**src/ivp_pkg.sv**
```systemverilog
// Package with vector offsets, source indices, levels and priority order for the interrupt vector block
package ivp_pkg;
  // Widths, counts, nonmaskable level and offset step and limit
  localparam int IVP_ADDR_W    = 24;
  localparam int IVP_NSRC      = 48;
  localparam int IVP_SRC_W     = 6;
  localparam int IVP_LVL_W     = 2;
  localparam int IVP_OFS_W     = 8;
  localparam logic [1:0] IVP_LVL_NMI = 2'h3;
  localparam logic [7:0] IVP_OFS_STEP = 8'h02;
  localparam logic [7:0] IVP_OFS_MAX  = 8'hFE;
  localparam int IVP_NNMI      = 6;

  // Source indices, in fixed service order (index 0 is served first)
  localparam int IVP_S_RESET   = 0;
  localparam int IVP_S_STKERR  = 1;
  localparam int IVP_S_ILLEGAL = 2;
  localparam int IVP_S_DEBUG   = 3;
  localparam int IVP_S_TRAP    = 4;
  localparam int IVP_S_NMI_PIN = 5;
  localparam int IVP_S_EXT_A   = 6;
  localparam int IVP_S_DMA0    = 10;
  localparam int IVP_S_HOST_CMD = 16;
  localparam int IVP_S_HOST_TXE = 17;
  localparam int IVP_S_HOST_RXF = 18;
  localparam int IVP_S_SSP0    = 19;
  localparam int IVP_S_SSP1    = 25;
  localparam int IVP_S_ASP     = 31;
  localparam int IVP_S_TMR     = 36;

  // Vector offset of each source, indexed by service order
  localparam logic [7:0] IVP_OFS_TABLE [IVP_NSRC] = '{
    8'h00, 8'h02, 8'h04, 8'h06, 8'h08, 8'h0A,
    8'h10, 8'h12, 8'h14, 8'h16,
    8'h18, 8'h1A, 8'h1C, 8'h1E, 8'h20, 8'h22,
    8'h64, 8'h62, 8'h60,
    8'h32, 8'h30, 8'h34, 8'h38, 8'h3A, 8'h36,
    8'h42, 8'h40, 8'h44, 8'h48, 8'h4A, 8'h46,
    8'h52, 8'h50, 8'h54, 8'h56, 8'h58,
    8'h26, 8'h24, 8'h2A, 8'h28, 8'h2E, 8'h2C,
    8'h00, 8'h00, 8'h00, 8'h00, 8'h00, 8'h00
  };
  localparam int IVP_NUSED = 42;
endpackage

```
**src/ivp_offset_rom.sv**
```systemverilog
// Registered lookup from source index to its vector offset
module ivp_offset_rom
  import ivp_pkg::*;
(
  // Clock and reset
  input  wire logic                 i_clk_sys,
  input  wire logic                 i_srst,
  // Lookup
  input  wire logic [IVP_SRC_W-1:0] i_src,
  output logic      [IVP_OFS_W-1:0] o_ofs
);
  // Offset register, reset to the reset vector slot
  always_ff @(posedge i_clk_sys) begin
    if (i_srst) begin
      o_ofs <= 8'h00;
    end else if (int'(i_src) < IVP_NUSED) begin
      o_ofs <= IVP_OFS_TABLE[i_src];
    end else begin
      o_ofs <= 8'h00;
    end
  end
endmodule // ivp_offset_rom

```
**src/ivp_interrupt_vector_priority.sv**
```systemverilog
// Interrupt arbitration and vector address generation for the core
// What this block does
// - Vector is base plus even two-word offset
// - Level 3 sources served reset first
// - Maskable levels 0-2, external pins first
// - DMA channels 18-22, after external pins
// - Host 60/62/64, command first after DMA5
// - Sync port 0 at 30-3A, 3C/3E reserved
// - Sync port 0 order after host requests
// - Sync port 1 at 40-4A, same layout
// - Sync port 1 ranks after port 0
// - Async port 50-58, 5A-5E reserved
// - Async then timers, overflow before compare
module ivp_interrupt_vector_priority
  import ivp_pkg::*;
(
  // Clock and reset
  input  wire logic                  i_clk_sys,
  input  wire logic                  i_srst,
  // Vector base and core mask
  input  wire logic [IVP_ADDR_W-1:0] i_vector_base_address,
  input  wire logic [IVP_LVL_W-1:0]  i_core_mask,
  // Nonmaskable requests
  input  wire logic                  i_hw_reset_req,
  input  wire logic                  i_stack_error,
  input  wire logic                  i_illegal_instr,
  input  wire logic                  i_debug_req,
  input  wire logic                  i_trap,
  input  wire logic                  i_nmi_pin,
  // External pins A..D
  input  wire logic [3:0]            i_ext_request,
  input  wire logic [3:0][1:0]       i_ext_level,
  // DMA channels 0..5
  input  wire logic [5:0]            i_dma_req,
  input  wire logic [1:0]            i_dma_level,
  // Timers: one compare bit and one overflow bit per timer, bit k for timer k
  input  wire logic [2:0]            i_tmr_compare,
  input  wire logic [2:0]            i_tmr_overflow,
  input  wire logic [1:0]            i_tmr_level,
  // Sync serial ports: rx, rx_exc, rx_last, tx, tx_exc, tx_last
  input  wire logic [5:0]            i_sync_serial_port_0,
  input  wire logic [1:0]            i_ssp0_level,
  input  wire logic [5:0]            i_sync_serial_port_1,
  input  wire logic [1:0]            i_ssp1_level,
  // Async port: rx, rx_exc, tx, idle, timer
  input  wire logic [4:0]            i_async_serial_port,
  input  wire logic [1:0]            i_asp_level,
  // Host port: rx_full, tx_empty, command
  input  wire logic [2:0]            i_host_req,
  input  wire logic [1:0]            i_host_level,
  // Offer to the core
  output logic                       o_irq_valid,
  output logic [IVP_LVL_W-1:0]       o_irq_level,
  output logic [IVP_SRC_W-1:0]       o_irq_source,
  output logic [IVP_ADDR_W-1:0]      o_irq_vector
);
  logic [IVP_NSRC-1:0]      req;
  logic [1:0]               lvl [IVP_NSRC];
  logic [IVP_NSRC-1:0]      elig;
  logic                     any;
  logic [IVP_LVL_W-1:0]     best_lvl;
  logic [IVP_SRC_W-1:0]     best_src;
  logic [IVP_OFS_W-1:0]     rom_ofs;
  logic                     next_valid;
  logic                     valid_d;
  logic [IVP_LVL_W-1:0]     lvl_d;
  logic [IVP_SRC_W-1:0]     src_d;

  // Gather requests into the fixed service order
  always_comb begin
    req = '0;
    for (int k = 0; k < IVP_NSRC; k++) lvl[k] = 2'h0;
    req[IVP_S_RESET]   = i_hw_reset_req;
    req[IVP_S_STKERR]  = i_stack_error;
    req[IVP_S_ILLEGAL] = i_illegal_instr;
    req[IVP_S_DEBUG]   = i_debug_req;
    req[IVP_S_TRAP]    = i_trap;
    req[IVP_S_NMI_PIN] = i_nmi_pin;
    for (int k = 0; k < IVP_NNMI; k++) lvl[k] = IVP_LVL_NMI;
    for (int k = 0; k < 4; k++) begin
      req[IVP_S_EXT_A+k] = i_ext_request[k];
      lvl[IVP_S_EXT_A+k] = i_ext_level[k];
    end
    for (int k = 0; k < 6; k++) begin
      req[IVP_S_DMA0+k] = i_dma_req[k];
      lvl[IVP_S_DMA0+k] = i_dma_level;
    end
    // Host: command, tx empty, rx full
    req[IVP_S_HOST_CMD] = i_host_req[2];
    req[IVP_S_HOST_TXE] = i_host_req[1];
    req[IVP_S_HOST_RXF] = i_host_req[0];
    for (int k = 0; k < 3; k++) lvl[IVP_S_HOST_CMD+k] = i_host_level;
    // Sync port order: rx_exc, rx, rx_last, tx_exc, tx_last, tx
    req[IVP_S_SSP0+0] = i_sync_serial_port_0[1];
    req[IVP_S_SSP0+1] = i_sync_serial_port_0[0];
    req[IVP_S_SSP0+2] = i_sync_serial_port_0[2];
    req[IVP_S_SSP0+3] = i_sync_serial_port_0[4];
    req[IVP_S_SSP0+4] = i_sync_serial_port_0[5];
    req[IVP_S_SSP0+5] = i_sync_serial_port_0[3];
    req[IVP_S_SSP1+0] = i_sync_serial_port_1[1];
    req[IVP_S_SSP1+1] = i_sync_serial_port_1[0];
    req[IVP_S_SSP1+2] = i_sync_serial_port_1[2];
    req[IVP_S_SSP1+3] = i_sync_serial_port_1[4];
    req[IVP_S_SSP1+4] = i_sync_serial_port_1[5];
    req[IVP_S_SSP1+5] = i_sync_serial_port_1[3];
    for (int k = 0; k < 6; k++) begin
      lvl[IVP_S_SSP0+k] = i_ssp0_level;
      lvl[IVP_S_SSP1+k] = i_ssp1_level;
    end
    // Async order: rx_exc, rx, tx, idle, timer
    req[IVP_S_ASP+0] = i_async_serial_port[1];
    req[IVP_S_ASP+1] = i_async_serial_port[0];
    req[IVP_S_ASP+2] = i_async_serial_port[2];
    req[IVP_S_ASP+3] = i_async_serial_port[3];
    req[IVP_S_ASP+4] = i_async_serial_port[4];
    for (int k = 0; k < 5; k++) lvl[IVP_S_ASP+k] = i_asp_level;
    // Timers: overflow before compare
    for (int k = 0; k < 3; k++) begin
      req[IVP_S_TMR+2*k]   = i_tmr_overflow[k];
      req[IVP_S_TMR+2*k+1] = i_tmr_compare[k];
      lvl[IVP_S_TMR+2*k]   = i_tmr_level;
      lvl[IVP_S_TMR+2*k+1] = i_tmr_level;
    end
    // Maskable levels run 0..2 only; a level of 3 is clamped to 2
    for (int k = IVP_NNMI; k < IVP_NUSED; k++) begin
      if (lvl[k] == IVP_LVL_NMI) lvl[k] = 2'h2;
    end
  end

  // Eligibility: nonmaskable always, maskable above core mask
  always_comb begin
    for (int k = 0; k < IVP_NSRC; k++) begin
      elig[k] = req[k] && ((k < IVP_NNMI) || (lvl[k] > i_core_mask));
    end
  end

  // Highest level first, then lowest index in the fixed order
  always_comb begin
    any      = 1'b0;
    best_lvl = 2'h0;
    best_src = '0;
    for (int k = 0; k < IVP_NUSED; k++) begin
      if (elig[k] && (!any || (lvl[k] > best_lvl))) begin
        any      = 1'b1;
        best_lvl = lvl[k];
        best_src = IVP_SRC_W'(k);
      end
    end
  end

  assign next_valid = any;

  // Vector offset lookup, reserved slots never appear in the table
  ivp_offset_rom u_rom (
    .i_clk_sys (i_clk_sys),
    .i_srst    (i_srst),
    .i_src     (best_src),
    .o_ofs     (rom_ofs)
  );

  // Pipeline the choice to match the offset register
  always_ff @(posedge i_clk_sys) begin
    if (i_srst) begin
      valid_d <= 1'b0;
      lvl_d   <= 2'h0;
      src_d   <= '0;
    end else begin
      valid_d <= next_valid;
      lvl_d   <= best_lvl;
      src_d   <= best_src;
    end
  end

  // Vector address is base plus offset
  always_ff @(posedge i_clk_sys) begin
    if (i_srst) begin
      o_irq_valid  <= 1'b0;
      o_irq_level  <= 2'h0;
      o_irq_source <= '0;
      o_irq_vector <= '0;
    end else begin
      o_irq_valid  <= valid_d;
      o_irq_level  <= lvl_d;
      o_irq_source <= src_d;
      // Idle offer shows a zero vector, so nothing stale reaches the core
      o_irq_vector <= valid_d ? (i_vector_base_address + IVP_ADDR_W'(rom_ofs)) : '0;
    end
  end
endmodule // ivp_interrupt_vector_priority

```
**config.mk**
```make
export PLATFORM = sky130hd
export DESIGN_NAME = ivp_interrupt_vector_priority
export DESIGN_NICKNAME = d
export VERILOG_FILES = /design/src/ivp_pkg.sv /design/src/ivp_offset_rom.sv /design/src/ivp_interrupt_vector_priority.sv
export SDC_FILE = /design/constraint.sdc
export NUM_CORES = 1
export LEC_CHECK = 0
export BUFFER_PORTS_ARGS = -buffer_cell sky130_fd_sc_hd__buf_2
export CAP_MARGIN = 0
export CORE_MARGIN = 3
export CORE_UTILIZATION = 55
export CTS_BUF_LIST = sky130_fd_sc_hd__clkbuf_4 sky130_fd_sc_hd__clkbuf_8 sky130_fd_sc_hd__clkbuf_16
export DETAILED_ROUTE_END_ITERATION = 7
export PLACE_DENSITY = 0.81
export SYNTH_ARGS = -nofsm -noshare
export SYNTH_HDL_FRONTEND = slang
export SYNTH_HIERARCHICAL = 1
export SYNTH_SLANG_ARGS = --single-unit
```
**constraint.sdc**
```tcl
create_clock -name i_clk_sys -period 63.2 [get_ports i_clk_sys]
set_input_delay 12.64 -clock i_clk_sys [delete_from_list [all_inputs] [get_ports i_clk_sys]]
set_output_delay 12.64 -clock i_clk_sys [all_outputs]
set_load 0.02 [all_outputs]
```
==> run_results.csv, run 1 <==
group,metric,value,unit
status,status,"completed",
critical_path,crit_arrival,59.73,ns
power_and_ir_drop,powerDensity,66.1,mW/mm2
critical_path,endpoint_kind,"flip-flop",
synth,synthArstFlopShare,0,%
timing,finalWorstSetupSlack,3.65,ns
routing,wl_per_cell,15.2,um
synth,yosys.cell_types.count,85,
power_and_ir_drop,pwr-share-clk,4.8,%
floorplan,die_h,118,um
critical_path,cpMostUsedCell,"ha_1",
critical_path,regToRegSetupSlack,60.01,ns
layout,seq_area,961,um2
routing,drt-pass1-iter-count,5,
critical_path,cp.required,63.38,ns
hold_path,min_path_type,"flip-flop to flip-flop",
global_route,grt_pass1_wl,30300,um
power_and_ir_drop,p_sw,280,uW
layout,syn_to_final_growth,16.9,%
routing,drtIter0Drc,550,
timing,period_needed,59.55,ns
critical_path,worst_setup_path_start_kind,"input port",
timing,worst_slew_pin_slew,1.04,ns
run,maxCapViolCount,0,
critical_path,path_class,"input port to flip-flop",
layout,multi_input_area,0.00572,mm2
critical_path,path_max_fanout,10,
layout,antenna_cells,0,
placed_design,pre_cts_ws,0.900,ns
critical_path,timing.rr.start,"u_rom/o_ofs[1]",
floorplan,coreArea,0.0122,mm2
cts,cts_tree,"built",
global_route,grt_usage,25.1,%
cts,cts_buffers,5,
power_and_ir_drop,power_frac_comb,88.0,%
hold_path,whs_path_depth,1,
synth,synth_flop_cell,"dfxtp_1",
layout,fill_cells,1045,
cts,clockBufferDepth,2,
global_route,grt_pass1_vias,6497,
synth,ys_seq_area_share,13.8,%
floorplan,die_x,118,um
hold_path,worstHoldStart,"lvl_d[1]",
power_and_ir_drop,power.internal,258,uW
cts,cts_root_buf,"clkbuf_16",
synth,synth-edff-count,0,
global_route,grt_antenna_before_repair,0,
timing,fmax,16.8,MHz
critical_path,cp_slowest_cell,"or3b_2",
floorplan,start_util,57.2,%
layout,fin_nets,1259,
floorplan,num_rows,40,
timing,finalMaxSlewViolations,0,
global_route,grt.overflow.total,0,
placed_design,gp_congestion,0.987,
timing,slew_headroom,30.2,%
global_route,grt_max_degree,25,
power_and_ir_drop,leakagePower,0.00380,uW
critical_path,cp-startpoint,"i_core_mask[0]",
cts,clk_latency,0.28,ns
cts,cts_sinks,48,
routing,antenna_left,0,
placed_design,dpl_cell_area,0.00773,mm2
synth,syn_area,0.00696,mm2
floorplan,io_pins,123,
cts,path_clk_slew,0.06,ns
timing,finalCritPeriodShare,94.2,%
placed_design,portBuffers,122,
layout,final_common_cell,"buf_2",
floorplan,die-area,0.0140,mm2
power_and_ir_drop,swShare,52.0,%
synth,synth_area_per_cell,7.50,um2
power_and_ir_drop,peakVddDrop,39.8,uV
timing,hold_violations,0,
power_and_ir_drop,seq_power_share,7.1,%
timing,skew,0.00360,ns
cts,cts_max_level,2,
synth,ys_ff_latch,48,
hold_path,hold_end,"o_irq_level[1]",
routing,routed_via_density,5.89,
critical_path,critPathMaxStageDelay,0.46,ns
critical_path,rr_worst_depth,12,
routing,routed_wl,18700,um
layout,final_cell_mix,"122 x buf_2, 107 x ha_1, 82 x nand2_1",
timing,setup_viol,0,
synth,synthCells,927,
routing,drcViolationCount,0,
critical_path,timing.rr.end,"o_irq_vector[18]",
placed_design,dp_hpwl,14500,um
synth,ys_warn_count,6,
layout,drive_gt1_share,21.8,%
routing,dr_total_vias,7248,
layout,stdcell_area,0.00813,mm2
## logic make-up after synthesis
group	share of synthesized area, %
other	0.0539
and+or+nand+nor	25.2
AOI/OAI and AO/OA	28.1
buffers and inverters	5.59
muxes	5.45
adders and majority gates	19.5
DFF	13.8
xor gates and xnor gates	2.27
## repair_timing
action / in CTS / in global routing
endpoints found under the setup margin: 0 / 14
gates resized for setup: 0 / 35
hold buffers: 0 / 0
buffers inserted: 0 / 19
## layer usage
layer  up-vias  track usage [%]  share of wire [%]
li1       3677                -                  -
met1      3264             35.5                 47
met2       278             40.9                 44
met3        29             3.25                7.2
met4         0             5.14                1.6
met5         -                0                  0
## synth_stat cells (all sizes together), types with 16 or more instances
master / number / area (um2)
o21ai: 73 / 365
clkbuf: 19 / 71.3
o211ai: 28 / 210
nor2b: 61 / 384
nand2: 83 / 319
nor2: 71 / 272
mux2i: 24 / 240
ha: 107 / 1340
a21oi: 66 / 342
a31oi: 16 / 106
nand3: 27 / 140
inv: 63 / 236
dfxtp: 48 / 961
## area by class of cell
class                           instances  area share (%)
Sequential cell                        48            11.8
Inverter                               63            2.95
Timing Repair Buffer                  155            10.6
Tap cell                              168            2.58
Multi-Input combinational cell        788            70.3
Clock buffer                            6            1.71
Clock inverter                          2           0.123
## sequential cells by signal, indices dropped and copies added (netlist names)
register and cells:
o_irq_vector 24, o_irq_source 6, src_d 6, u_rom/o_ofs 6, lvl_d 2, o_irq_level 2
o_irq_valid 1, valid_d 1
## critical path, delay by kind of cell
family	cells	cell delay [ns]
and+or+nand+nor	80	11.61
adders and majority gates	37	9.83
AOI/OAI and AO/OA	107	19.34
muxes	16	3.93
buffers and inverters	19	2.28
## power by group through the flow
stage               sequential [uW]  clock [uW]  combinational [uW]
floorplan                      41.5           0                 356
global placement               38.8           0                 439
detailed placement             39.0           0                 449
CTS                            38.4        26.4                 453
global route                   38.8        28.0                 531
finish                         38.4        26.0                 474
## how the worst max path moves through the flow
stage	slack, ns	to
after floorplan	7.36	u_rom/o_ofs[3]
after global placement	1.60	u_rom/o_ofs[3]
after detailed placement	0.90	u_rom/o_ofs[5]
after CTS	0.93	u_rom/o_ofs[5]
after global routing	-0.21	u_rom/o_ofs[5]
final	3.65	u_rom/o_ofs[5]
## per-stage QoR
stage | setup TNS [ns] | hold slack [ns] | std cells | util [%] | power, uW
after CTS | 0 | 0.442 | 1211 | 64.8 | 518
after detailed placement | 0 | 0.426 | 1203 | 63.6 | 488
final | 0 | 0.437 | 1230 | 66.9 | 538
after global placement | 0 | 0.416 | 1203 | 63.6 | 478
after global routing | -0.717 | 0.459 | 1230 | 66.9 | 598
after floorplan | 0 | 0.414 | 928 | - | 397
No activity file was read; power rests on OpenSTA's default activity.
==> run 2: changes to the inputs <==
Settings changed: SYNTH_HIERARCHICAL 1 to not set.
==> run_results.csv, run 2 <==
group,metric,value,unit
hold_path,min_path_type,"flip-flop to flip-flop",
routing,dr_total_vias,7616,
cts,cts_root_buf,"clkbuf_16",
placed_design,dpl_cell_area,0.00772,mm2
cts,clk_latency,0.28,ns
critical_path,timing.rr.start,"u_rom.o_ofs[2]",
power_and_ir_drop,pwr-share-clk,5.5,%
timing,finalMaxSlewViolations,0,
hold_path,whs_path_depth,1,
power_and_ir_drop,seq_power_share,8.5,%
critical_path,regToRegSetupSlack,60.61,ns
critical_path,cp.required,63.37,ns
synth,syn_area,0.00696,mm2
routing,maxUsedRoutingLayer,"met4",
floorplan,die_h,119,um
global_route,grt.overflow.total,0,
timing,finalCritPeriodShare,94.0,%
layout,largest_register_ffs,24,
layout,final_cell_mix,"122 x buf_2, 112 x nand2_1, 102 x ha_1",
synth,netlist_top_cells_count,"113 x nand2_1, 102 x ha_1, 74 x nor2_1",
synth,yosysTopAreaCellShare,18.3,%
cts,cts_sinks,48,
synth,synth_area_per_cell,7.34,um2
synth,ys_warn_count,0,
cts,clockBufferDepth,2,
critical_path,worst_setup_path_start_kind,"input port",
floorplan,coreArea,0.0122,mm2
synth,yosys.cell_types.count,89,
timing,period_needed,59.41,ns
power_and_ir_drop,leakagePower,0.00388,uW
power_and_ir_drop,power_frac_comb,86.1,%
status,status,"completed",
cts,cts_max_level,2,
critical_path,path_max_fanout,10,
layout,syn_to_final_growth,16.9,%
power_and_ir_drop,powerDensity,56.1,mW/mm2
hold_path,worstHoldStart,"src_d[3]",
critical_path,cp_slowest_cell,"or4_4",
routing,wl_met1,8420,um
placed_design,dp_hpwl,15200,um
synth,synth-xor-area-share,1.89,%
power_and_ir_drop,swShare,51.8,%
timing,hold_violations,0,
synth,synth_top_family_by_area,"compound AO/OA/AOI/OAI gates",
global_route,grt_pass1_vias,6856,
cts,path_clk_slew,0.06,ns
hold_path,hold_end,"o_irq_source[3]",
timing,setup_viol,0,
synth,synth_area_leader_cell,"ha_1",
timing,skew,0.00235,ns
placed_design,portBuffers,122,
critical_path,endpoint_kind,"flip-flop",
timing,fin_tns_setup,0,ns
synth,synth_fp_nets,1142,
routing,route.met3.wl,1580,um
floorplan,die_x,119,um
synth,synth_mux_area_share,4.01,%
layout,multi_input_area,0.00584,mm2
routing,routed_via_density,6.16,
routing,antenna_left,0,
routing,wl_per_cell,15.8,um
global_route,grt_max_degree,24,
global_route,grt_antenna_before_repair,0,
critical_path,cpMostUsedCell,"ha_1",
layout,stdcell_area,0.00814,mm2
power_and_ir_drop,peakVddDrop,35.4,uV
critical_path,path_class,"input port to flip-flop",
cts,cts_buffers,5,
synth,synthSimpleGateAreaFrac,26.5,%
synth,synthArstFlopShare,0,%
synth,synthAdderAreaFrac,18.6,%
layout,regMostFlops,"o_irq_vector",
routing,drt-pass1-iter-count,5,
layout,drive_gt1_share,20.3,%
global_route,grt_pass1_wl,31600,um
synth,synthCells,949,
synth,ys_seq_area_share,13.8,%
timing,fmax,16.8,MHz
placed_design,gp_congestion,0.988,
critical_path,crit_arrival,59.58,ns
layout,fin_nets,1261,
critical_path,rr_worst_depth,11,
synth,synth-edff-count,0,
synth,synth_compound_area_share,29.9,%
floorplan,num_rows,40,
layout,antenna_cells,0,
layout,seq_area,961,um2
routing,drtIter0Drc,487,
placed_design,place_inst,1219,
layout,layout.cells.non_filler,1236,
synth,netlist_top_cells_area,"ha_1 18%, dfxtp_1 14%, nand2_1 6.1%",
critical_path,critPathMaxStageDelay,0.59,ns
routing,routed_wl,19600,um
power_and_ir_drop,p_sw,236,uW
synth,synth_flop_cell,"dfxtp_1",
timing,worst_slew_pin_slew,0.959,ns
layout,fill_cells,1095,
global_route,grt_usage,26.0,%
floorplan,start_util,57.0,%
layout,final_common_cell,"buf_2",
cts,cts_tree,"built",
floorplan,io_pins,123,
synth,ys_ff_latch,48,
routing,wl_met2,9250,um
timing,slew_headroom,35.5,%
critical_path,timing.rr.end,"o_irq_vector[20]",
floorplan,die-area,0.0140,mm2
power_and_ir_drop,power.internal,220,uW
routing,drcViolationCount,0,
run,maxCapViolCount,0,
synth,yosysMostFrequentCell,"nand2_1",
cts,cts_hold_buf,0,
==> run 2: cell count changes after synthesis, sizes merged, moves of 5 or more <==
cell | before | now
ha | 107 | 102
mux2 | 12 | 7
nand2 | 83 | 113
nor3 | 15 | 20
nor2b | 61 | 45
a21o | 6 | 18
a21boi | 10 | 2
o41ai | 9 | 4
or2 | 9 | 4
o21ai | 73 | 67
inv | 63 | 56
xnor2 | 11 | 4
==> run 2: per-stage QoR <==
stage | hold WS, ns | worst slack, ns | util [%] | power, uW
4_1_cts | 0.441 | 0.990 | 64.4 | 432
3_3_place_gp | 0.416 | 1.93 | 63.3 | 396
2_1_floorplan | 0.414 | 6.66 | - | 317
5_1_grt | 0.447 | -0.379 | 66.6 | 508
3_5_place_dp | 0.427 | 0.862 | 63.3 | 404
6_report | 0.435 | 3.79 | 66.6 | 456
==> run 2: cell type report <==
| type | count | area share (%) |
|---|---|---|
| Clock buffer | 6 | 1.63 |
| Clock inverter | 1 | 0.0615 |
| Inverter | 56 | 2.58 |
| Multi-Input combinational cell | 812 | 71.7 |
| Sequential cell | 48 | 11.8 |
| Tap cell | 168 | 2.58 |
| Timing Repair Buffer | 145 | 9.62 |
==> run 2: worst max path at each step <==
stage | slack, ns | to | from | cells after the start
2_1_floorplan | 6.66 | u_rom.o_ofs[2] | i_stack_error | 250
3_3_place_gp | 1.93 | u_rom.o_ofs[3] | i_stack_error | 245
3_5_place_dp | 0.86 | u_rom.o_ofs[5] | i_core_mask[1] | 251
4_1_cts | 0.99 | u_rom.o_ofs[5] | i_core_mask[1] | 251
5_1_grt | -0.38 | u_rom.o_ofs[3] | i_core_mask[1] | 256
6_report | 3.79 | u_rom.o_ofs[2] | i_core_mask[1] | 251
==> run 2: kinds of logic (layout without fill, tap and decap cells) <==
family / after synthesis / in the layout
compound gates: 300 / 300
buf+inv: 89 / 208
flops: 48 / 48
mux: 27 / 27
xor+xnor: 15 / 15
simple gates: 367 / 367
fa+ha+maj: 103 / 103
==> run 2: power groups by stage <==
stage	combinational [uW]	clock, uW	sequential, uW
after floorplan	275	0	42.0
after global placement	357	0	39.1
after detailed placement	365	0	39.3
after CTS	368	25.1	38.6
after global routing	442	26.7	39.2
final	393	24.9	38.7
==> run 2: metal layers <==
| layer | vias to the layer above | track usage [%] |
|---|---|---|
| met5 | - | 0 |
| met4 | 0 | 6.23 |
| met3 | 34 | 2.92 |
| met2 | 338 | 43.8 |
| met1 | 3471 | 35.5 |
| li1 | 3773 | - |
==> run 2: repair_timing <==
| item | CTS | global route |
|---|---|---|
| gates resized for setup | 0 | 48 |
| endpoints found under the hold margin | 0 | 0 |
| buffers inserted | 0 | 10 |
| endpoints found under the setup margin | 0 | 14 |
==> run 2: critical path: cells and delay by family <==
family	cells	cell delay, ns
adder cells (fa/ha/maj)	37	9.93
AND/OR/NAND/NOR	70	10.57
buffers and inverters	16	1.40
AO/OA/AOI/OAI	113	20.90
multiplexers	15	4.06
==> run 3: changes to the inputs <==
Settings changed: CORE_ASPECT_RATIO set to 0.6.
==> run_results.csv, run 3 (same netlist as run 2, synthesis figures left out) <==
group,metric,value,unit
layout,layout.cells.non_filler,1251,
global_route,grt_pass1_wl,33100,um
routing,antenna_left,0,
critical_path,critPathMaxStageDelay,0.60,ns
cts,path_clk_slew,0.06,ns
global_route,grtUsageMet2,35.9,%
layout,final_cell_mix,"122 x buf_2, 113 x nand2_1, 102 x ha_1",
timing,worst_slew_pin_slew,1.05,ns
layout,post-route-util,67.7,%
cts,clk_latency,0.29,ns
critical_path,timing.rr.end,"o_irq_vector[20]",
global_route,grt_util_met3,8.57,%
layout,largest_register_ffs,24,
global_route,grt-busiest-layer,"met1",
power_and_ir_drop,total_power,488,uW
timing,fmax,16.6,MHz
global_route,grt.overflow.total,0,
power_and_ir_drop,peakVddDrop,42.5,uV
routing,wl_per_cell,16.6,um
routing,drtIter0Drc,984,
power_and_ir_drop,leakagePower,0.00396,uW
routing,dr_total_vias,7774,
timing,skew,0.00811,ns
timing,hold_violations,0,
power_and_ir_drop,powerDensity,58.9,mW/mm2
cts,cts_hold_buf,0,
timing,finalMaxSlewViolations,0,
timing,finalCritPeriodShare,95.3,%
critical_path,timing.rr.start,"u_rom.o_ofs[2]",
floorplan,die-area,0.0141,mm2
run,maxCapViolCount,0,
routing,routed_via_density,6.21,
critical_path,rr_worst_depth,11,
timing,setup_viol,0,
floorplan,num_rows,31,
floorplan,die_h,93.2,um
critical_path,worst_setup_path_start_kind,"input port",
critical_path,cpMostUsedCell,"ha_1",
critical_path,cp.required,63.34,ns
routing,drt-pass1-iter-count,6,
cts,clockBufferDepth,2,
cts,cts_root_buf,"clkbuf_16",
global_route,grt_usage,28.4,%
global_route,grt_pass1_vias,6723,
global_route,grt_antenna_before_repair,0,
layout,regMostFlops,"o_irq_vector",
timing,period_needed,60.21,ns
cts,cts_tree,"built",
hold_path,min_path_type,"flip-flop to flip-flop",
status,status,"completed",
hold_path,worstHoldStart,"src_d[2]",
global_route,grt_max_degree,24,
routing,routed_wl,20800,um
placed_design,place_inst,1237,
critical_path,path_max_fanout,11,
floorplan,io_pins,123,
hold_path,hold_end,"o_irq_source[2]",
hold_path,whs_path_depth,1,
placed_design,portBuffers,122,
critical_path,crit_arrival,60.35,ns
cts,cts_buffers,5,
floorplan,start_util,57.0,%
floorplan,coreArea,0.0122,mm2
critical_path,endpoint_kind,"flip-flop",
placed_design,dp_hpwl,16800,um
critical_path,path_class,"input port to flip-flop",
cts,cts_sinks,48,
timing,slew_headroom,29.1,%
layout,antenna_cells,0,
placed_design,gp_congestion,0.984,
global_route,grtUsageMet1,46.5,%
layout,fin_nets,1278,
layout,fill_cells,1053,
layout,final_common_cell,"buf_2",
layout,syn_to_final_growth,18.8,%
routing,drcViolationCount,0,
cts,cts_max_level,2,
floorplan,die_x,151,um
critical_path,regToRegSetupSlack,60.65,ns
critical_path,cp_slowest_cell,"or4_4",
layout,drive_gt1_share,21.8,%
-- run 3: changes by cell type in the layout (fill, tap and decap cells not counted), sizes merged --
| cell | delta |
|---|---|
| buf | +17 |
| clkinvlp | +1 |
-- run 3: per-layer routing --
metal / wire, um / vias up
met2: 7720 / 442
met1: 10200 / 3498
met4: 134 / 0
met3: 2740 / 19
met5: 0 / -
li1: - / 3815
-- run 3: how the worst max path moves through the flow --
stage          cells after the start              to     startpoint  slack [ns]
2_1_floorplan                    250  u_rom.o_ofs[2]  i_stack_error        6.66
3_3_place_gp                     241  u_rom.o_ofs[5]  i_stack_error        1.91
3_5_place_dp                     241  u_rom.o_ofs[5]  i_stack_error        0.75
4_1_cts                          241  u_rom.o_ofs[5]  i_stack_error        0.83
5_1_grt                          253  u_rom.o_ofs[4]  i_stack_error       -0.38
6_report                         251  u_rom.o_ofs[4]  i_stack_error        2.99
-- run 3: cell type report --
type / count / area [um2] / share of cell area (%)
Multi-Input combinational cell: 812 / 5840 / 70.6
Sequential cell: 48 / 961 / 11.6
Timing Repair Buffer: 162 / 911 / 11.0
Inverter: 56 / 210 / 2.54
Tap cell: 165 / 206 / 2.49
Clock buffer: 6 / 133 / 1.60
Clock inverter: 2 / 16.3 / 0.197
-- run 3: what timing repair did --
action,4_1_cts,5_1_grt
gates resized for setup,0,50
setup buffers,0,6
setup endpoints to repair,0,14
-- run 3: worst max-delay path: cells and delay by family --
kind	cells	cell delay (ns)
AND/OR/NAND/NOR	68	11.23
multiplexers	14	3.87
buffers and inverters	17	1.42
adder cells (fa/ha/maj)	36	9.81
AO/OA/AOI/OAI	116	21.33
-- run 3: power by group --
group	internal [uW]	switching [uW]
Combinational	189	234
Sequential	37.3	1.38
Clock	15.2	11.0
Total	241	246
-- run 3: per-stage QoR --
step	TNS, ns	cell area, um2	setup WS [ns]	hold WS, ns
finish	0	8280	2.99	0.435
global route	-1.84	8280	-0.378	0.458
CTS	0	8030	0.826	0.435
detailed placement	0	7880	0.749	0.426
global placement	0	7880	1.91	0.424
floorplan	0	6960	6.66	0.414
